[config.mk]
export PLATFORM = sky130hd
export DESIGN_NAME = serializer_pin_config_reset
export DESIGN_NICKNAME = d
export VERILOG_FILES = /design/src/pkg/serpin_pkg.sv /design/src/hw/serializer_pin_config_reset.sv
export SDC_FILE = /design/constraint.sdc
export NUM_CORES = 1
export LEC_CHECK = 0
export ABC_AREA = 0
export BUFFER_PORTS_ARGS = -buffer_cell sky130_fd_sc_hd__buf_4
export CAP_MARGIN = 20
export CORE_ASPECT_RATIO = 1.75
export CORE_MARGIN = 1
export CORE_UTILIZATION = 50
export CTS_CLUSTER_SIZE = 28
export DETAILED_ROUTE_END_ITERATION = 12
export GPL_ROUTABILITY_DRIVEN = 0
export GPL_TIMING_DRIVEN = 1
export MAX_ROUTING_LAYER = met4
export PLACE_DENSITY = 0.74
export SLEW_MARGIN = 20
export SYNTH_ARGS = -nofsm -noshare
export SYNTH_HDL_FRONTEND = slang
export SYNTH_SLANG_ARGS = --single-unit
[constraint.sdc]
create_clock -name CLK -period 6.5 [get_ports CLK]
set_clock_uncertainty 0.1 [all_clocks]
set_input_delay 1.3 -clock CLK [delete_from_list [all_inputs] [get_ports CLK]]
set_output_delay 1.3 -clock CLK [all_outputs]
set_load 0.01 [all_outputs]
[src/pkg/serpin_pkg.sv]
// Purpose: shared constants and types for the serializer pin and reset configuration block
// Assumes: byte-wide registers behind a two-wire configuration link
// Notes: offsets are register indices on the link

package serpin_pkg;

  localparam logic [7:0] REG_ID = 8'h00;
  localparam logic [7:0] REG_CTL = 8'h01;
  localparam logic [7:0] REG_PIN0 = 8'h02;
  localparam logic [7:0] REG_PIN1 = 8'h03;
  localparam logic [7:0] REG_PINIO = 8'h07;
  localparam logic [7:0] READ_UNMAPPED = 8'h00;

  localparam logic [6:0] ID_RESET = 7'h57;
  localparam int CTL_SRST_BIT = 0;
  localparam int CTL_ADIS_BIT = 4;
  localparam int IO_SWOUT0_BIT = 0;
  localparam int IO_SWOUT1_BIT = 1;
  localparam int IO_IN0_BIT = 4;
  localparam int IO_IN1_BIT = 5;

  localparam logic [3:0] BYTE_BITS = 4'h8;
  localparam int LANES = 5;

  localparam logic [3:0] M0_SWOUT = 4'h0;
  localparam logic [3:0] M0_LOSS = 4'h3;
  localparam logic [3:0] M0_PRESENT = 4'h4;
  localparam logic [3:0] M0_POR = 4'h6;
  localparam logic [3:0] M1_POR = 4'h0;
  localparam logic [3:0] M1_SWOUT = 4'h1;
  localparam logic [3:0] M1_PLL = 4'h2;
  localparam logic [3:0] M1_LANE_LO = 4'h4;
  localparam logic [3:0] M1_LANE_HI = 4'h8;

  localparam logic [1:0] PULL_DOWN = 2'h1;
  localparam logic [1:0] PULL_UP = 2'h2;

  typedef struct packed {
    logic [3:0] mode;
    logic [1:0] pull;
    logic ibuf;
    logic drive;
  } pin_cfg_s;

  localparam pin_cfg_s PIN_CFG_RESET = '{mode: 4'h0, pull: 2'h1, ibuf: 1'b0, drive: 1'b1};

  typedef struct packed {
    logic o;
    logic oe;
    logic pull_up;
    logic pull_down;
    logic ibuf_en;
  } pad_s;

  typedef struct packed {
    logic [LANES-1:0] lane_loss;
    logic pin1;
    logic pin0;
    logic por;
    logic pll;
    logic present;
    logic loss;
    logic scl;
    logic sda;
  } in_s;

  typedef enum logic [4:0] {
    S_IDLE = 5'h01,
    S_RX = 5'h02,
    S_ACK = 5'h04,
    S_TX = 5'h08,
    S_TXACK = 5'h10
  } bus_state_e;

  typedef enum logic [2:0] {
    PH_ADDR = 3'h1,
    PH_PTR = 3'h2,
    PH_DATA = 3'h4
  } phase_e;

endpackage : serpin_pkg

[src/hw/serializer_pin_config_reset.sv]
// Purpose: soft reset, analog disable and two general pins, set over the configuration link
// Assumes: link pins and status inputs are asynchronous and are synchronised here
// Notes: link is open drain, SDA_O stays low and SDA_OE pulls the line

module serializer_pin_config_reset (
  input wire logic CLK,
  input wire logic RST_B,
  input wire logic SCL,
  input wire logic SDA_I,
  output logic SDA_O,
  output logic SDA_OE,
  input wire logic HOST_CLOCK_LOSS,
  input wire logic HOST_CLOCK_PRESENT,
  input wire logic PLL_LOCKED,
  input wire logic POWER_ON_RESET,
  input wire logic [serpin_pkg::LANES-1:0] LANE_SIGNAL_LOSS,
  input wire logic PIN0_I,
  input wire logic PIN1_I,
  output serpin_pkg::pad_s PIN0_PAD,
  output serpin_pkg::pad_s PIN1_PAD,
  output logic ANALOG_DISABLE,
  output logic SOFT_RESET
);

  // input synchronisers
  serpin_pkg::in_s raw;
  serpin_pkg::in_s s1_q;
  serpin_pkg::in_s s2_q;
  logic scl_d_q;
  logic sda_d_q;

  assign raw = '{lane_loss: LANE_SIGNAL_LOSS, pin1: PIN1_I, pin0: PIN0_I, por: POWER_ON_RESET,
                 pll: PLL_LOCKED, present: HOST_CLOCK_PRESENT, loss: HOST_CLOCK_LOSS,
                 scl: SCL, sda: SDA_I};

  always_ff @(posedge CLK) begin
    s1_q <= raw;
    s2_q <= s1_q;
    scl_d_q <= s2_q.scl;
    sda_d_q <= s2_q.sda;
  end

  logic scl_rise;
  logic scl_fall;
  logic start_ev;
  logic stop_ev;
  assign scl_rise = s2_q.scl & ~scl_d_q;
  assign scl_fall = ~s2_q.scl & scl_d_q;
  assign start_ev = s2_q.scl & scl_d_q & sda_d_q & ~s2_q.sda;
  assign stop_ev = s2_q.scl & scl_d_q & ~sda_d_q & s2_q.sda;

  // register storage
  logic [6:0] id_q, id_d;
  logic srst_q, srst_d;
  logic adis_q, adis_d;
  serpin_pkg::pin_cfg_s pin0_q, pin0_d, pin1_q, pin1_d;
  logic [1:0] swout_q, swout_d;

  // link engine
  serpin_pkg::bus_state_e st_q, st_d;
  serpin_pkg::phase_e ph_q, ph_d;
  logic [3:0] bitcnt_q, bitcnt_d;
  logic [7:0] shift_q, shift_d;
  logic [7:0] ptr_q, ptr_d;
  logic rw_q, rw_d;
  logic oe_q, oe_d;
  logic wr_en;
  logic [7:0] rdata;

  always_comb begin
    rdata = serpin_pkg::READ_UNMAPPED;
    if (ptr_q == serpin_pkg::REG_ID) begin
      rdata = {id_q, 1'b0};
    end else if (ptr_q == serpin_pkg::REG_CTL) begin
      rdata[serpin_pkg::CTL_SRST_BIT] = srst_q;
      rdata[serpin_pkg::CTL_ADIS_BIT] = adis_q;
    end else if (ptr_q == serpin_pkg::REG_PIN0) begin
      rdata = pin0_q;
    end else if (ptr_q == serpin_pkg::REG_PIN1) begin
      rdata = pin1_q;
    end else if (ptr_q == serpin_pkg::REG_PINIO) begin
      rdata[serpin_pkg::IO_SWOUT0_BIT] = swout_q[0];
      rdata[serpin_pkg::IO_SWOUT1_BIT] = swout_q[1];
      rdata[serpin_pkg::IO_IN0_BIT] = s2_q.pin0 & pin0_q.ibuf;
      rdata[serpin_pkg::IO_IN1_BIT] = s2_q.pin1 & pin1_q.ibuf;
    end
  end

  always_comb begin
    st_d = st_q;
    ph_d = ph_q;
    bitcnt_d = bitcnt_q;
    shift_d = shift_q;
    ptr_d = ptr_q;
    rw_d = rw_q;
    oe_d = oe_q;
    wr_en = 1'b0;
    if (start_ev) begin
      st_d = serpin_pkg::S_RX;
      ph_d = serpin_pkg::PH_ADDR;
      bitcnt_d = 4'h0;
      oe_d = 1'b0;
    end else if (stop_ev) begin
      st_d = serpin_pkg::S_IDLE;
      oe_d = 1'b0;
    end else begin
      case (st_q)
        serpin_pkg::S_RX: begin
          if (scl_rise) begin
            shift_d = {shift_q[6:0], s2_q.sda};
            bitcnt_d = bitcnt_q + 4'h1;
          end else if (scl_fall && bitcnt_q == serpin_pkg::BYTE_BITS) begin
            st_d = serpin_pkg::S_ACK;
            oe_d = 1'b1;
            case (ph_q)
              serpin_pkg::PH_ADDR: begin
                rw_d = shift_q[0];
                if (shift_q[7:1] != id_q) begin
                  st_d = serpin_pkg::S_IDLE;
                  oe_d = 1'b0;
                end
              end
              serpin_pkg::PH_PTR: ptr_d = shift_q;
              default: begin
                wr_en = 1'b1;
                ptr_d = ptr_q + 8'h01;
              end
            endcase
          end
        end
        serpin_pkg::S_ACK: begin
          if (scl_fall) begin
            bitcnt_d = 4'h0;
            if (rw_q) begin
              st_d = serpin_pkg::S_TX;
              shift_d = rdata;
              oe_d = ~rdata[7];
              bitcnt_d = 4'h1;
            end else begin
              st_d = serpin_pkg::S_RX;
              oe_d = 1'b0;
              ph_d = (ph_q == serpin_pkg::PH_ADDR) ? serpin_pkg::PH_PTR : serpin_pkg::PH_DATA;
            end
          end
        end
        serpin_pkg::S_TX: begin
          if (scl_fall) begin
            if (bitcnt_q == serpin_pkg::BYTE_BITS) begin
              st_d = serpin_pkg::S_TXACK;
              oe_d = 1'b0;
            end else begin
              oe_d = ~shift_q[6];
              shift_d = {shift_q[6:0], 1'b0};
              bitcnt_d = bitcnt_q + 4'h1;
            end
          end
        end
        serpin_pkg::S_TXACK: begin
          if (scl_rise) begin
            if (s2_q.sda) begin
              st_d = serpin_pkg::S_IDLE;
            end else begin
              st_d = serpin_pkg::S_ACK;
              ptr_d = ptr_q + 8'h01;
            end
          end
        end
        default: st_d = serpin_pkg::S_IDLE;
      endcase
    end
  end

  always_ff @(posedge CLK) begin
    if (!RST_B) begin
      st_q <= serpin_pkg::S_IDLE;
      ph_q <= serpin_pkg::PH_ADDR;
      bitcnt_q <= 4'h0;
      shift_q <= 8'h00;
      ptr_q <= 8'h00;
      rw_q <= 1'b0;
      oe_q <= 1'b0;
    end else begin
      st_q <= st_d;
      ph_q <= ph_d;
      bitcnt_q <= bitcnt_d;
      shift_q <= shift_d;
      ptr_q <= ptr_d;
      rw_q <= rw_d;
      oe_q <= oe_d;
    end
  end

  // register writes and soft reset
  always_comb begin
    id_d = id_q;
    srst_d = srst_q;
    adis_d = adis_q;
    pin0_d = pin0_q;
    pin1_d = pin1_q;
    swout_d = swout_q;
    if (srst_q) begin
      srst_d = 1'b0;
      adis_d = 1'b0;
      pin0_d = serpin_pkg::PIN_CFG_RESET;
      pin1_d = serpin_pkg::PIN_CFG_RESET;
      swout_d = 2'h0;
    end else if (wr_en) begin
      if (ptr_q == serpin_pkg::REG_ID) begin
        id_d = shift_q[7:1];
      end else if (ptr_q == serpin_pkg::REG_CTL) begin
        srst_d = shift_q[serpin_pkg::CTL_SRST_BIT];
        adis_d = shift_q[serpin_pkg::CTL_ADIS_BIT];
      end else if (ptr_q == serpin_pkg::REG_PIN0) begin
        pin0_d = shift_q;
      end else if (ptr_q == serpin_pkg::REG_PIN1) begin
        pin1_d = shift_q;
      end else if (ptr_q == serpin_pkg::REG_PINIO) begin
        swout_d = {shift_q[serpin_pkg::IO_SWOUT1_BIT], shift_q[serpin_pkg::IO_SWOUT0_BIT]};
      end
    end
  end

  always_ff @(posedge CLK) begin
    if (!RST_B) begin
      id_q <= serpin_pkg::ID_RESET;
      srst_q <= 1'b0;
      adis_q <= 1'b0;
      pin0_q <= serpin_pkg::PIN_CFG_RESET;
      pin1_q <= serpin_pkg::PIN_CFG_RESET;
      swout_q <= 2'h0;
    end else begin
      id_q <= id_d;
      srst_q <= srst_d;
      adis_q <= adis_d;
      pin0_q <= pin0_d;
      pin1_q <= pin1_d;
      swout_q <= swout_d;
    end
  end

  // pin sources and pads
  logic [3:0] lane_off;
  logic lane_pick;
  serpin_pkg::pad_s pad0_d, pad1_d;
  assign lane_off = pin1_q.mode - serpin_pkg::M1_LANE_LO;
  assign lane_pick = s2_q.lane_loss[lane_off[2:0]];
  logic lane_mode;
  assign lane_mode = pin1_q.mode >= serpin_pkg::M1_LANE_LO
                     && pin1_q.mode <= serpin_pkg::M1_LANE_HI;

  always_comb begin
    pad0_d.o = 1'b0;
    case (pin0_q.mode)
      serpin_pkg::M0_SWOUT: pad0_d.o = swout_q[0];
      serpin_pkg::M0_LOSS: pad0_d.o = s2_q.loss;
      serpin_pkg::M0_PRESENT: pad0_d.o = s2_q.present;
      serpin_pkg::M0_POR: pad0_d.o = s2_q.por;
      default: pad0_d.o = 1'b0;
    endcase
    pad1_d.o = 1'b0;
    if (pin1_q.mode == serpin_pkg::M1_POR) begin
      pad1_d.o = s2_q.por;
    end else if (pin1_q.mode == serpin_pkg::M1_SWOUT) begin
      pad1_d.o = swout_q[1];
    end else if (pin1_q.mode == serpin_pkg::M1_PLL) begin
      pad1_d.o = s2_q.pll;
    end else if (lane_mode) begin
      pad1_d.o = lane_pick;
    end
    pad0_d.oe = pin0_q.drive;
    pad0_d.pull_up = pin0_q.pull == serpin_pkg::PULL_UP;
    pad0_d.pull_down = pin0_q.pull == serpin_pkg::PULL_DOWN;
    pad0_d.ibuf_en = pin0_q.ibuf;
    pad1_d.oe = pin1_q.drive;
    pad1_d.pull_up = pin1_q.pull == serpin_pkg::PULL_UP;
    pad1_d.pull_down = pin1_q.pull == serpin_pkg::PULL_DOWN;
    pad1_d.ibuf_en = pin1_q.ibuf;
  end

  always_ff @(posedge CLK) begin
    if (!RST_B) begin
      PIN0_PAD <= '0;
      PIN1_PAD <= '0;
      ANALOG_DISABLE <= 1'b0;
      SOFT_RESET <= 1'b0;
      SDA_O <= 1'b0;
      SDA_OE <= 1'b0;
    end else begin
      PIN0_PAD <= pad0_d;
      PIN1_PAD <= pad1_d;
      ANALOG_DISABLE <= adis_q;
      SOFT_RESET <= srst_q;
      SDA_O <= 1'b0;
      SDA_OE <= oe_q;
    end
  end
endmodule : serializer_pin_config_reset

* After elaboration in Yosys (flattened, before gate mapping)
Cells that the tools add are included.
Cells by class: add/sub/neg operators 3, $mul 0, divide/modulo/power cells 0, magnitude comparators 3, eq/ne operators 38, shifts and indexed selects 0, muxes and demuxes 66, bitwise gates (word level) 26, reductions and logical operators 25
Operator list (number):
- $mux 8 | 11
- $pmux 8 s2 | 2
- $mux 5 | 6
- $reduce_and 6->1 | 5
- $ne 4x4->1 const B | 6
- $pmux 8 s3 | 1
- $mux 1 | 22
- $ne 2x2->1 const B | 11
- $mux 4 | 5
- $pmux 5 s4 | 1
- $mux 3 | 6
- $not 1->1 | 17
- $eq 8x2->1 const B | 2
- $mux 2 | 8
- $reduce_and 8->1 | 2
- $pmux 4 s3 | 1
- $reduce_and 5->1 | 2
- $and 1x1->1 | 9
- $add 8x1->8 const B | 1
- $eq 4x2->1 const B | 2
- $eq 4x3->1 const B | 2
- $eq 8x1->1 const B | 1
- $eq 8x3->1 const B | 1
- $logic_not 4->1 | 2
- 28 further kinds | 35
Storage, ports and cells: register bits after elaboration 98, bits in latches 0, memory bits (writable) 0, ROM bits 0, input bits 15, output and inout bits 14, logic and storage cells 214, memories 0

* Longest topological paths before layout
Gate-level depths: netlist of the first run.
depth in word-level cells 10, mapped depth 8, gate-level depth less buffers 7

* Worst setup path before layout of the first run
No wires, ideal clock.
path kind input to register, start input port RST_B, end register pin1_q, in the netlist pad1_d[0], setup time 0.072 ns, arrival 2.482 ns, data required time 6.328 ns, path slack 3.846 ns, stages 6, buffers on the path 2, path through clkbuf_1 inv_1 nor2_1 clkbuf_1 nand2_1 mux2i_1
Between the ends: cells in the longest elaborated chain, start to end 2
RTL lines:
- start: declaration | RTL line serializer_pin_config_reset.sv:7 | input wire logic RST_B,
- $not 1->1 (no source line)
- $reduce_or 2->1 (no source line)
- end signal: assignment | RTL line serializer_pin_config_reset.sv:229 | pin1_q <= serpin_pkg::PIN_CFG_RESET;
- end signal: assignment | RTL line serializer_pin_config_reset.sv:236 | pin1_q <= pin1_d;
- end: declaration | RTL line serializer_pin_config_reset.sv:56 | serpin_pkg::pin_cfg_s pin0_q, pin0_d, pin1_q, pin1_d;
No other way between the ends. A chain may end at the register's enable or synchronous reset.

* Worst setup path in the final report of the first run
start input port RST_B, end register pin0_q[7] (netlist name)
Between the ends: cells in the longest elaborated chain, start to end 2
RTL lines:
- $not 1->1 (no source line)
- $reduce_or 2->1 (no source line)
- end signal: assignment | RTL line serializer_pin_config_reset.sv:228 | pin0_q <= serpin_pkg::PIN_CFG_RESET;
- end signal: assignment | RTL line serializer_pin_config_reset.sv:235 | pin0_q <= pin0_d;
- end: declaration | RTL line serializer_pin_config_reset.sv:56
No other way between the ends.

==> results of run 1 <==
## cells by family (layout without fill, tap and decap cells)
family | count (synthesis) | after routing | share of synthesized area
fa+ha+maj | 6 | 6 | 0.0175
xor+xnor | 11 | 11 | 0.0225
simple gates | 191 | 191 | 0.229
mux | 27 | 27 | 0.0634
buf+inv | 39 | 57 | 0.0386
compound gates | 107 | 107 | 0.170
other cells | 1 | 1 | 0.000876
flops | 98 | 98 | 0.458
## flip-flops by register name, indices dropped and copies added (netlist names), 2 cells and up
signal	cells
s2_q	13
pad1_d	2
pad0_d	2
swout_q	2
ptr_q	8
shift_q	8
bitcnt_q	4
pin1_q	6
ph_q	3
PIN0_PAD	5
id_q	7
s1_q	13
pin0_q	6
PIN1_PAD	5
st_q	5
## cells in the final DEF (no fill, tap or decap), drive strengths merged, types with 10 or more instances in the layout
cell | netlist | final
o21ai | 25 | 25
nand2 | 60 | 60
nor2 | 42 | 42
a21oi | 21 | 21
inv | 14 | 16
dfxtp | 98 | 98
nor3 | 15 | 15
nand3 | 16 | 16
buf | 7 | 28
clkbuf | 18 | 10
mux2i | 26 | 26
## per-stage QoR
stage | instances | hold WS (ps)
floorplan | 480 | 210
global placement | 598 | 210
detailed placement | 598 | 213
CTS | 613 | 228
global route | 613 | 235
finish | 613 | 226
## worst max-delay path: cells and delay by family
kind	cells	cell delay (ps)
simple gates	2	900
buf+inv	2	700
mux	1	180
## worst paths after layout
path / startpoint / end / slack [ps]
hold reg to reg: s1_q[7]$_DFF_P_ / s2_q[7]$_DFF_P_ / 230
setup / recovery: RST_B / pin0_q[7]$_SDFFE_PP0P_ / 3590
hold / removal: s1_q[7]$_DFF_P_ / s2_q[7]$_DFF_P_ / 230
setup reg to reg: st_q[1]$_SDFFE_PN0P_ / pin1_q[2]$_SDFFE_PP1P_ / 3750
## where the power goes
| part | leakage (nW) | internal (W) | switching (W) |
|---|---|---|---|
| Clock | 0.149 | 0.000309 | 0.000223 |
| Sequential | 0.802 | 0.000611 | 0.00000546 |
| Combinational | 0.868 | 0.0000119 | 0.0000172 |
## area by class of cell
cell class	instances	area (µm²)	share of cell area
well taps	115	144	0.0298
flip-flops and latches	98	1960	0.406
inverters	14	52.6	0.0109
repair buffers	28	210	0.0435
clock buffers	10	239	0.0495
clock inverters	5	61.3	0.0127
multi-input cells	343	2160	0.448
## routing by layer
layer	up-vias	share of wire
li1	1752	-
met1	1742	0.35
met2	123	0.55
met3	44	0.045
met4	0	0.053
met5	-	0
## Yosys cell counts (2+ instances only)
| cell type | number |
|---|---|
| nand2_1 | 60 |
| nor3b_1 | 5 |
| nand4_1 | 2 |
| and3b_1 | 3 |
| nand3_1 | 16 |
| nor2_1 | 42 |
| ha_1 | 6 |
| clkbuf_1 | 18 |
| o21ai_0 | 25 |
| or4_1 | 2 |
| o311ai_0 | 6 |
| nand2b_1 | 5 |
| o211ai_1 | 6 |
| buf_4 | 2 |
| mux2i_1 | 26 |
| nor3_1 | 14 |
| a32oi_1 | 2 |
| nand3b_1 | 2 |
| inv_1 | 14 |
| o31ai_1 | 8 |
| a31oi_1 | 4 |
| nor4_1 | 4 |
| a21oi_1 | 21 |
| a221o_1 | 2 |
| buf_2 | 3 |
| and2_1 | 8 |
| and3_1 | 8 |
| nor2b_1 | 5 |
| a22o_1 | 4 |
| or3_1 | 3 |
| dfxtp_1 | 98 |
| a211oi_1 | 7 |
| xnor2_1 | 7 |
| nand4b_1 | 4 |
| a221oi_1 | 6 |
| a22oi_1 | 2 |
| xor2_1 | 4 |
==> out/summary.txt, run 1 <==
Core Util, Final = 0.581
postcts setup bufs = 0
Clock transition at path regs = 70 ps
area grow syn2layout = 12.8%
Mapped Nets = 501
Synth top area share = 0.458
crit path kind = input port to flop
Area after DPL = 4530 µm²
Row Count = 44
WL/cell = 17.1 µm
Top-Level Pins = 29
Detailed Routing Iterations Pass 1 = 4
hpwl dp = 7750 µm
PwrDens = 244 nW/µm²
H-tree levels = 3
pre-CTS WS = 2900 ps
YS warnings = 0
initial core utilization = 0.515
number of max-cap violations = 0
Routed Antenna Nets = 0
Yosys top cell by area = dfxtp_1
cells along the critical path = buf_4 -> inv_1 -> nor2_2 -> nand2_1 -> mux2i_1
total negative setup slack = 0 ps
Filler cells = 734
initial antenna violation count = 0
met1 GRT Util = 0.248
register bit total from synthesis = 98
DRC viols = 0
gr ovfl total = 0
total CTS buffers = 9
DR iter-0 viols = 238
Hold/Removal Path Class = flop to flop
slew of the pin with the lowest slew margin = 760 ps
Pwr Total = 0.00118 W
met3 Use GR = 0.0485
GRT Util Overall = 0.258
Die X = 72.0 µm
setup violators final = 0
clock latency at the later pin of the worst-skew pair = 340 ps
met2 Track Usage GR = 0.459
NumNets Final = 515
Root Driver = clkbuf_16
Final Slew Violations = 0
Final Worst Setup Slack = 3590 ps
Post-Syn Instances = 480
CP arrival = 3080 ps
Period Utilization, post-route = 0.448
Syn Std Cell Area = 4280 µm²
final instance area = 4830 µm²
RSZ-0062 raised after global routing = false
hold_buf cts = 0
clock tree buffer depth = 2
Via Count = 3,661
fmax = 0.343 GHz
reg2reg path depth = 5
clock sinks = 98
Final Hold Vio Count = 0
largest net degree at the start of global routing = 30
max incr delay on CP = 700 ps
layout cell share with drive strength beyond 1 = 0.106
Post-synth EDFFs = 0
Vias per Instance = 5.97
CP required = 6670 ps
relative slew slack = 0.492
global-route wire length before repair = 17,500 µm
diodes inserted = 0
Tmin final = 2910 ps
vias in the first global route = 3,706
Synth area leaders = dfxtp_1 (46%), mux2i_1 (6.1%), nand2_1 (5.3%)
IO buf count = 27
busiest grt layer = met2
startpoint types = input port
Crit-path slowest cell = nor2_2
Distinct cells, synth = 63
Synth async-reset ratio = 0
TritonCTS clock tree = done
sequential area share after synthesis = 0.458
Die Span Y = 124 µm
status = completed
crit end category = flop
Max VDD drop = 0.000187 V
Die ar. = 8950 µm²
cts repair resizes = 0
Synth Flop Type = dfxtp_1
cell leakage power = 1.82 nW
wirelength, routed = 10,500 µm
core area = 8310 µm²
crit-path max FO = 29
WHS Path Cells = 0
syn_area_per_cell = 8.92 µm²
No activity file was read; power rests on OpenSTA's default activity.
==> run 2, diff against run 1 <==
ABC_AREA = 1   (was 0)
clock period = 2.7 ns   (was 6.5 ns; I/O delays follow)
==> out/summary.txt, run 2 <==
total CTS buffers = 9 (unchanged)
startpoint types = flop
Post-synth EDFFs = 0 (unchanged)
top cells by count, synth = nand2_1 (133), dfxtp_1 (98), inv_1 (65)
Routed Antenna Nets = 0 (unchanged)
layout cell share with drive strength beyond 1 = 0.133 (+0.0265)
max incr delay on CP = 360 ps (-340 ps)
initial core utilization = 0.520 (+0.00498)
largest net degree at the start of global routing = 28 (-6.7%)
cell with the most instances after synthesis = nand2_1
fmax = 0.489 GHz
clock latency at the later pin of the worst-skew pair = 350 ps (about the same)
wirelength, routed = 10,900 µm (+4.5%)
Tmin final = 2040 ps
hold slack = 192 ps (-33.8 ps)
gr ovfl total = 0 (unchanged)
Synth async-reset ratio = 0 (unchanged)
sequential area share after synthesis = 0.451 (-0.00738)
reg-to-reg startpoint = st_q[0]$_SDFFE_PN1P_
Crit-path slowest cell = nand3_2
NumNets Final = 633 (+23%)
TritonCTS clock tree = done
area grow syn2layout = 13.9%
cts repair resizes = 0 (unchanged)
Syn Std Cell Area = 4350 µm² (+1.6%)
Final Hold Vio Count = 0 (unchanged)
Row Count = 44 (unchanged)
H-tree levels = 3 (unchanged)
Die ar. = 9090 µm² (+1.6%)
CP top delay family = simple AND/OR/NAND/NOR gates
cell mode on critical path = nor2_1
Synth top area share = 0.451 (-0.00738)
DR iter-0 viols = 223 (-6.3%)
Final Slew Violations = 0 (unchanged)
register bit total from synthesis = 98 (unchanged)
Root Driver = clkbuf_16
Clock transition at path regs = 70 ps (about the same)
cells along the critical path = nor2_2 -> nand3_2 -> nand3_1 -> nand3_1 -> nor2_1 -> inv_1 -> nor2_1 -> nor2_1
Mapped Nets = 604 (+21%)
Distinct cells, synth = 38 (-40%)
most frequent cells in the layout = nand2_1 (133), dfxtp_1 (98), inv_1 (65)
Vias per Instance = 5.39 (-9.7%)
status = completed
core area = 8370 µm² (+0.66%)
Die Span Y = 125 µm (+0.80%)
relative slew slack = 0.660 (+0.168)
Via Count = 3,949 (+7.9%)
Hold/Removal Path Class = input port to flop
PwrDens = 577 nW/µm² (+140%)
WHS Path Cells = 1 (+1)
hpwl dp = 8300 µm (+7.1%)
initial antenna violation count = 0 (unchanged)
IO buf count = 27 (unchanged)
WL/cell = 14.9 µm (-13%)
CP arrival = 2190 ps (-890 ps)
setup violators final = 0 (unchanged)
largest registers = s1_q (13), s2_q (13)
diodes inserted = 0 (unchanged)
reg2reg path depth = 8 (+3)
vias in the first global route = 3,910 (+5.5%)
Period Utilization, post-route = 0.757
RSZ-0062 raised after global routing = false
Filler cells = 780 (+6.3%)
Min-Delay Startpoint = HOST_CLOCK_LOSS
GRT Util Overall = 0.267 (+0.00918)
Yosys top cell by area = dfxtp_1
global-route wire length before repair = 18,000 µm (+3.0%)
Buffers & Inverters on Critical Path = 1 (-1)
YS warnings = 0 (unchanged)
Synth area leaders = dfxtp_1 (45%), nand2_1 (11%), a21oi_1 (6.9%)
DRC viols = 0 (unchanged)
WHS Endpoint = s1_q[2]$_DFF_P_
Detailed Routing Iterations Pass 1 = 5 (+1)
cell leakage power = 2.19 nW (+20%)
Synth Flop Type = dfxtp_1
clock tree buffer depth = 2 (unchanged)
setup slack, reg-to-reg = 660 ps (-3090 ps)
Max VDD drop = 0.000540 V (+190%)
number of max-cap violations = 0 (unchanged)
postcts setup bufs = 0 (unchanged)
total negative setup slack = 0 ps (unchanged)
crit-path max FO = 18 (-38%)
syn_area_per_cell = 7.46 µm² (-16%)
FF-to-FF End = shift_q[0]$_SDFFE_PN0P_
clock sinks = 98 (unchanged)
CP required = 2840 ps (-3830 ps)
Top-Level Pins = 29 (unchanged)
Die X = 72.5 µm (+0.79%)
Post-Syn Instances = 583 (+21%)
crit end category = flop
hold_buf cts = 0 (unchanged)
slew of the pin with the lowest slew margin = 509 ps (-251 ps)
most common cell after layout, fill and taps aside = nand2_1
crit path kind = flop to flop
-- run 2: changes by cell type after synthesis, moves of 12 or more --
cell and delta:
a21oi_1 +39, nand2_1 +73, mux2i_1 -26, nand3_1 +30
inv_1 +51, clkbuf_1 -12
-- run 2: how the worst max path moves through the flow --
stage,endpoint,depth (start not counted),slack [ps],start
after floorplan,pad1_d[3]$_SDFFE_PP1P_,9,950,bitcnt_q[0]$_SDFFE_PP0P_
after global placement,shift_q[0]$_SDFFE_PN0P_,8,720,st_q[0]$_SDFFE_PN1P_
after detailed placement,shift_q[7]$_SDFFE_PN0P_,9,710,st_q[2]$_SDFFE_PP0P_
after CTS,shift_q[0]$_SDFFE_PN0P_,9,690,st_q[2]$_SDFFE_PP0P_
after global routing,shift_q[1]$_SDFFE_PN0P_,8,430,st_q[0]$_SDFFE_PN1P_
final,shift_q[0]$_SDFFE_PN0P_,8,660,st_q[0]$_SDFFE_PN1P_
-- run 2: through the flow --
step / setup slack, ps / total power (W) / utilization / instance area [µm²] / instances
2_1_floorplan: 950 / 0.00154 / - / 4350 / 583
3_3_place_gp: 723 / 0.00158 / 0.555 / 4650 / 716
3_5_place_dp: 711 / 0.00158 / 0.555 / 4650 / 716
4_1_cts: 692 / 0.00287 / 0.592 / 4960 / 732
5_1_grt: 432 / 0.00294 / 0.592 / 4960 / 732
6_report: 657 / 0.00286 / 0.592 / 4960 / 732
-- run 2: area by class of cell --
class / instances / area, µm² / share of cell area
Inverter: 74 / 283 / 0.0570
Clock inverter: 7 / 83.8 / 0.0169
Sequential cell: 98 / 1960 / 0.396
Tap cell: 115 / 144 / 0.0290
Timing Repair Buffer: 30 / 225 / 0.0454
Multi-Input combinational cell: 399 / 2030 / 0.410
Clock buffer: 9 / 225 / 0.0454
-- run 2: worst reg2reg max path: stages, from the launching register on --
cell and delay, ps:
dfxtp_1 320, nor2_2 190, nand3_2 360, nand3_1 240, nand3_1 90, nor2_1 230
inv_1 200, nor2_1 150, nor2_1 50
-- run 2: kinds of logic after synthesis --
kind of cell / after synthesis / share of synthesized area
simple gates: 274 / 0.295
flops: 98 / 0.451
fa+ha+maj: 6 / 0.0173
compound gates: 107 / 0.133
buf+inv: 86 / 0.0817
xor+xnor: 11 / 0.0221
other cells: 1 / 0.000862
-- run 2: metal layers --
layer | up-vias | GRT usage | wire length (µm)
met5 | - | - | 0
met4 | 0 | 0.210 | 777
met3 | 56 | 0.0540 | 522
met2 | 152 | 0.451 | 5750
met1 | 1788 | 0.257 | 3890
li1 | 1953 | - | -
-- run 2: report_power, final --
part           internal [W]  switching [W]  leakage [nW]  total [W]
Combinational     0.0000272      0.0000381          1.24  0.0000653
Clock              0.000734       0.000580         0.149    0.00131
Sequential          0.00147     0.00000929         0.802    0.00148
==> run 3, diff against run 2 <==
ABC_AREA = 0   (was 1)
clock period = 2 ns   (was 2.7 ns; I/O delays follow)
==> out/summary.txt, run 3 (same netlist as run 1, synthesis figures left out) <==
Top-Level Pins = 29 (unchanged)
area grow syn2layout = 32.9%
H-tree levels = 3 (unchanged)
initial core utilization = 0.515 (-0.00498)
Final Worst Setup Slack = -58.4 ps (-715 ps)
Root Driver = clkbuf_16
Detailed Routing Iterations Pass 1 = 5 (unchanged)
CP required = 2170 ps (-670 ps)
max incr delay on CP = 460 ps (+100 ps)
number of max-cap violations = 0 (unchanged)
Row Count = 44 (unchanged)
Final Hold Vio Count = 0 (unchanged)
Routed Antenna Nets = 0 (unchanged)
Die ar. = 8950 µm² (-1.6%)
WL/cell = 18.7 µm (+25%)
initial antenna violation count = 0 (unchanged)
cell leakage power = 2.21 nW (+1.2%)
Tmin final = 2060 ps (+15.0 ps)
crit path kind = flop to flop
Crit-path slowest cell = or3b_4
crit-path max FO = 8 (-10)
vias in the first global route = 4,073 (+4.2%)
global-route wire length before repair = 19,500 µm (+8.4%)
Die Span Y = 124 µm (-0.79%)
Final Slew Violations = 0 (unchanged)
Buffers & Inverters on Critical Path = 1 (unchanged)
Hold/Removal Path Class = input port to flop
startpoint types = flop
clock latency at the later pin of the worst-skew pair = 350 ps (about the same)
core area = 8310 µm² (-0.66%)
GRT Util Overall = 0.291 (+0.0242)
total CTS buffers = 9 (unchanged)
Die X = 72.0 µm (-0.79%)
wirelength, routed = 12,800 µm (+17%)
TritonCTS clock tree = done
DRC viols = 0 (unchanged)
Max VDD drop = 0.000684 V (+27%)
diodes inserted = 0 (unchanged)
crit end category = flop
largest registers = s1_q (13), s2_q (13)
clock tree buffer depth = 2 (unchanged)
Period Utilization, post-route = 1.03 (+0.272)
CP top delay family = simple AND/OR/NAND/NOR gates
failing checks = setup timing
gr ovfl total = 0 (unchanged)
fmax = 0.486 GHz (-0.73%)
IO buf count = 27 (unchanged)
Via Count = 4,137 (+4.8%)
Clock transition at path regs = 70 ps (about the same)
NumNets Final = 585 (-7.6%)
most frequent cells in the layout = dfxtp_1 (92), buf_4 (87), nand2_1 (59)
Vias per Instance = 6.05 (+12%)
status = complete, but fails checks
PwrDens = 704 nW/µm² (+22%)
Core Util, Final = 0.685 (+0.0923)
clock sinks = 98 (unchanged)
largest net degree at the start of global routing = 23 (-18%)
CP arrival = 2230 ps (+40 ps)
setup violators final = 24 (+24)
DR iter-0 viols = 260 (+17%)
Pwr Total = 0.00401 W (+40%)
RSZ-0062 raised after global routing = true
layout cell share with drive strength beyond 1 = 0.286 (+0.154)
most common cell after layout, fill and taps aside = dfxtp_1
hpwl dp = 8870 µm (+6.9%)
cells along the critical path = nor4_4 -> or3b_4 -> nor3_2 -> and3_4 -> buf_12 -> mux2i_1
run 3: changes by cell type in the layout (fill, tap and decap cells not counted), moves of 8 or more:
cell / previous run / this run
a21oi_1: 60 / 21
nand2_1: 133 / 59
mux2i_1: 0 / 26
nand3_1: 46 / 13
buf_4: 30 / 87
and2_1: 0 / 8
inv_1: 65 / 13
run 3: layer usage:
metal | global-route usage | wire, µm
met1 | 0.259 | 4190
met2 | 0.525 | 6890
met3 | 0.0574 | 671
met4 | 0.212 | 1050
met5 | - | 0
run 3: worst paths after layout:
| path | from | depth (start not counted) | end | slack (ps) |
|---|---|---|---|---|
| worst min register to register | s1_q[9]$_DFF_P_ | 0 | s2_q[9]$_DFF_P_ | 230 |
| worst max-delay path | ptr_q[3]$_SDFFE_PN0P_ | 6 | pin0_q[2]$_SDFFE_PP1P_ | -60 |
| worst min-delay path | LANE_SIGNAL_LOSS[4] | 1 | s1_q[12]$_DFF_P_ | 50 |
| worst max register to register | ptr_q[3]$_SDFFE_PN0P_ | 6 | pin0_q[2]$_SDFFE_PP1P_ | -60 |
run 3: what timing repair did:
action                                 4_1_cts  5_1_grt
gates cloned                                 0        1
pin swaps                                    9       17
setup endpoints to repair                   40       50
resized for setup                           32       35
hold buffers                                 0        0
setup buffers                                5        5
endpoints found under the hold margin        0        0
run 3: layout make-up:
type	count	area, µm²
clock inverter	7	100
tap	115	144
timing repair buffer	98	792
multi-input combinational	343	2410
sequential	98	1970
clock buffer	9	225
inverter	14	52.6
fill	612	2620
run 3: metrics by stage:
stage | area [µm²] | setup TNS [ps] | worst slack (ps) | hold slack, ps | cells
finish | 5690 | -615 | -58.4 | 50.4 | 684
global route | 5690 | -2420 | -106 | 42.9 | 684
CTS | 5470 | -62.1 | -19.7 | 44.2 | 678
detailed placement | 5020 | -1720 | -163 | 215 | 657
global placement | 5020 | -270 | -39.7 | 213 | 657
floorplan | 4310 | -4.46 | -4.46 | 210 | 480
run 3: worst reg2reg max path, stage by stage, from the launching register on:
cell and delay [ps]:
dfxtp_2 350, nor4_4 300, or3b_4 460, nor3_2 240
and3_4 230, buf_12 130, mux2i_1 180
run 3: where the power goes:
part           total, W  internal (W)  switching (W)
clock           0.00187       0.00111       0.000763
sequential      0.00200       0.00199      0.0000157
combinational  0.000137     0.0000607      0.0000767
total           0.00401       0.00315       0.000855
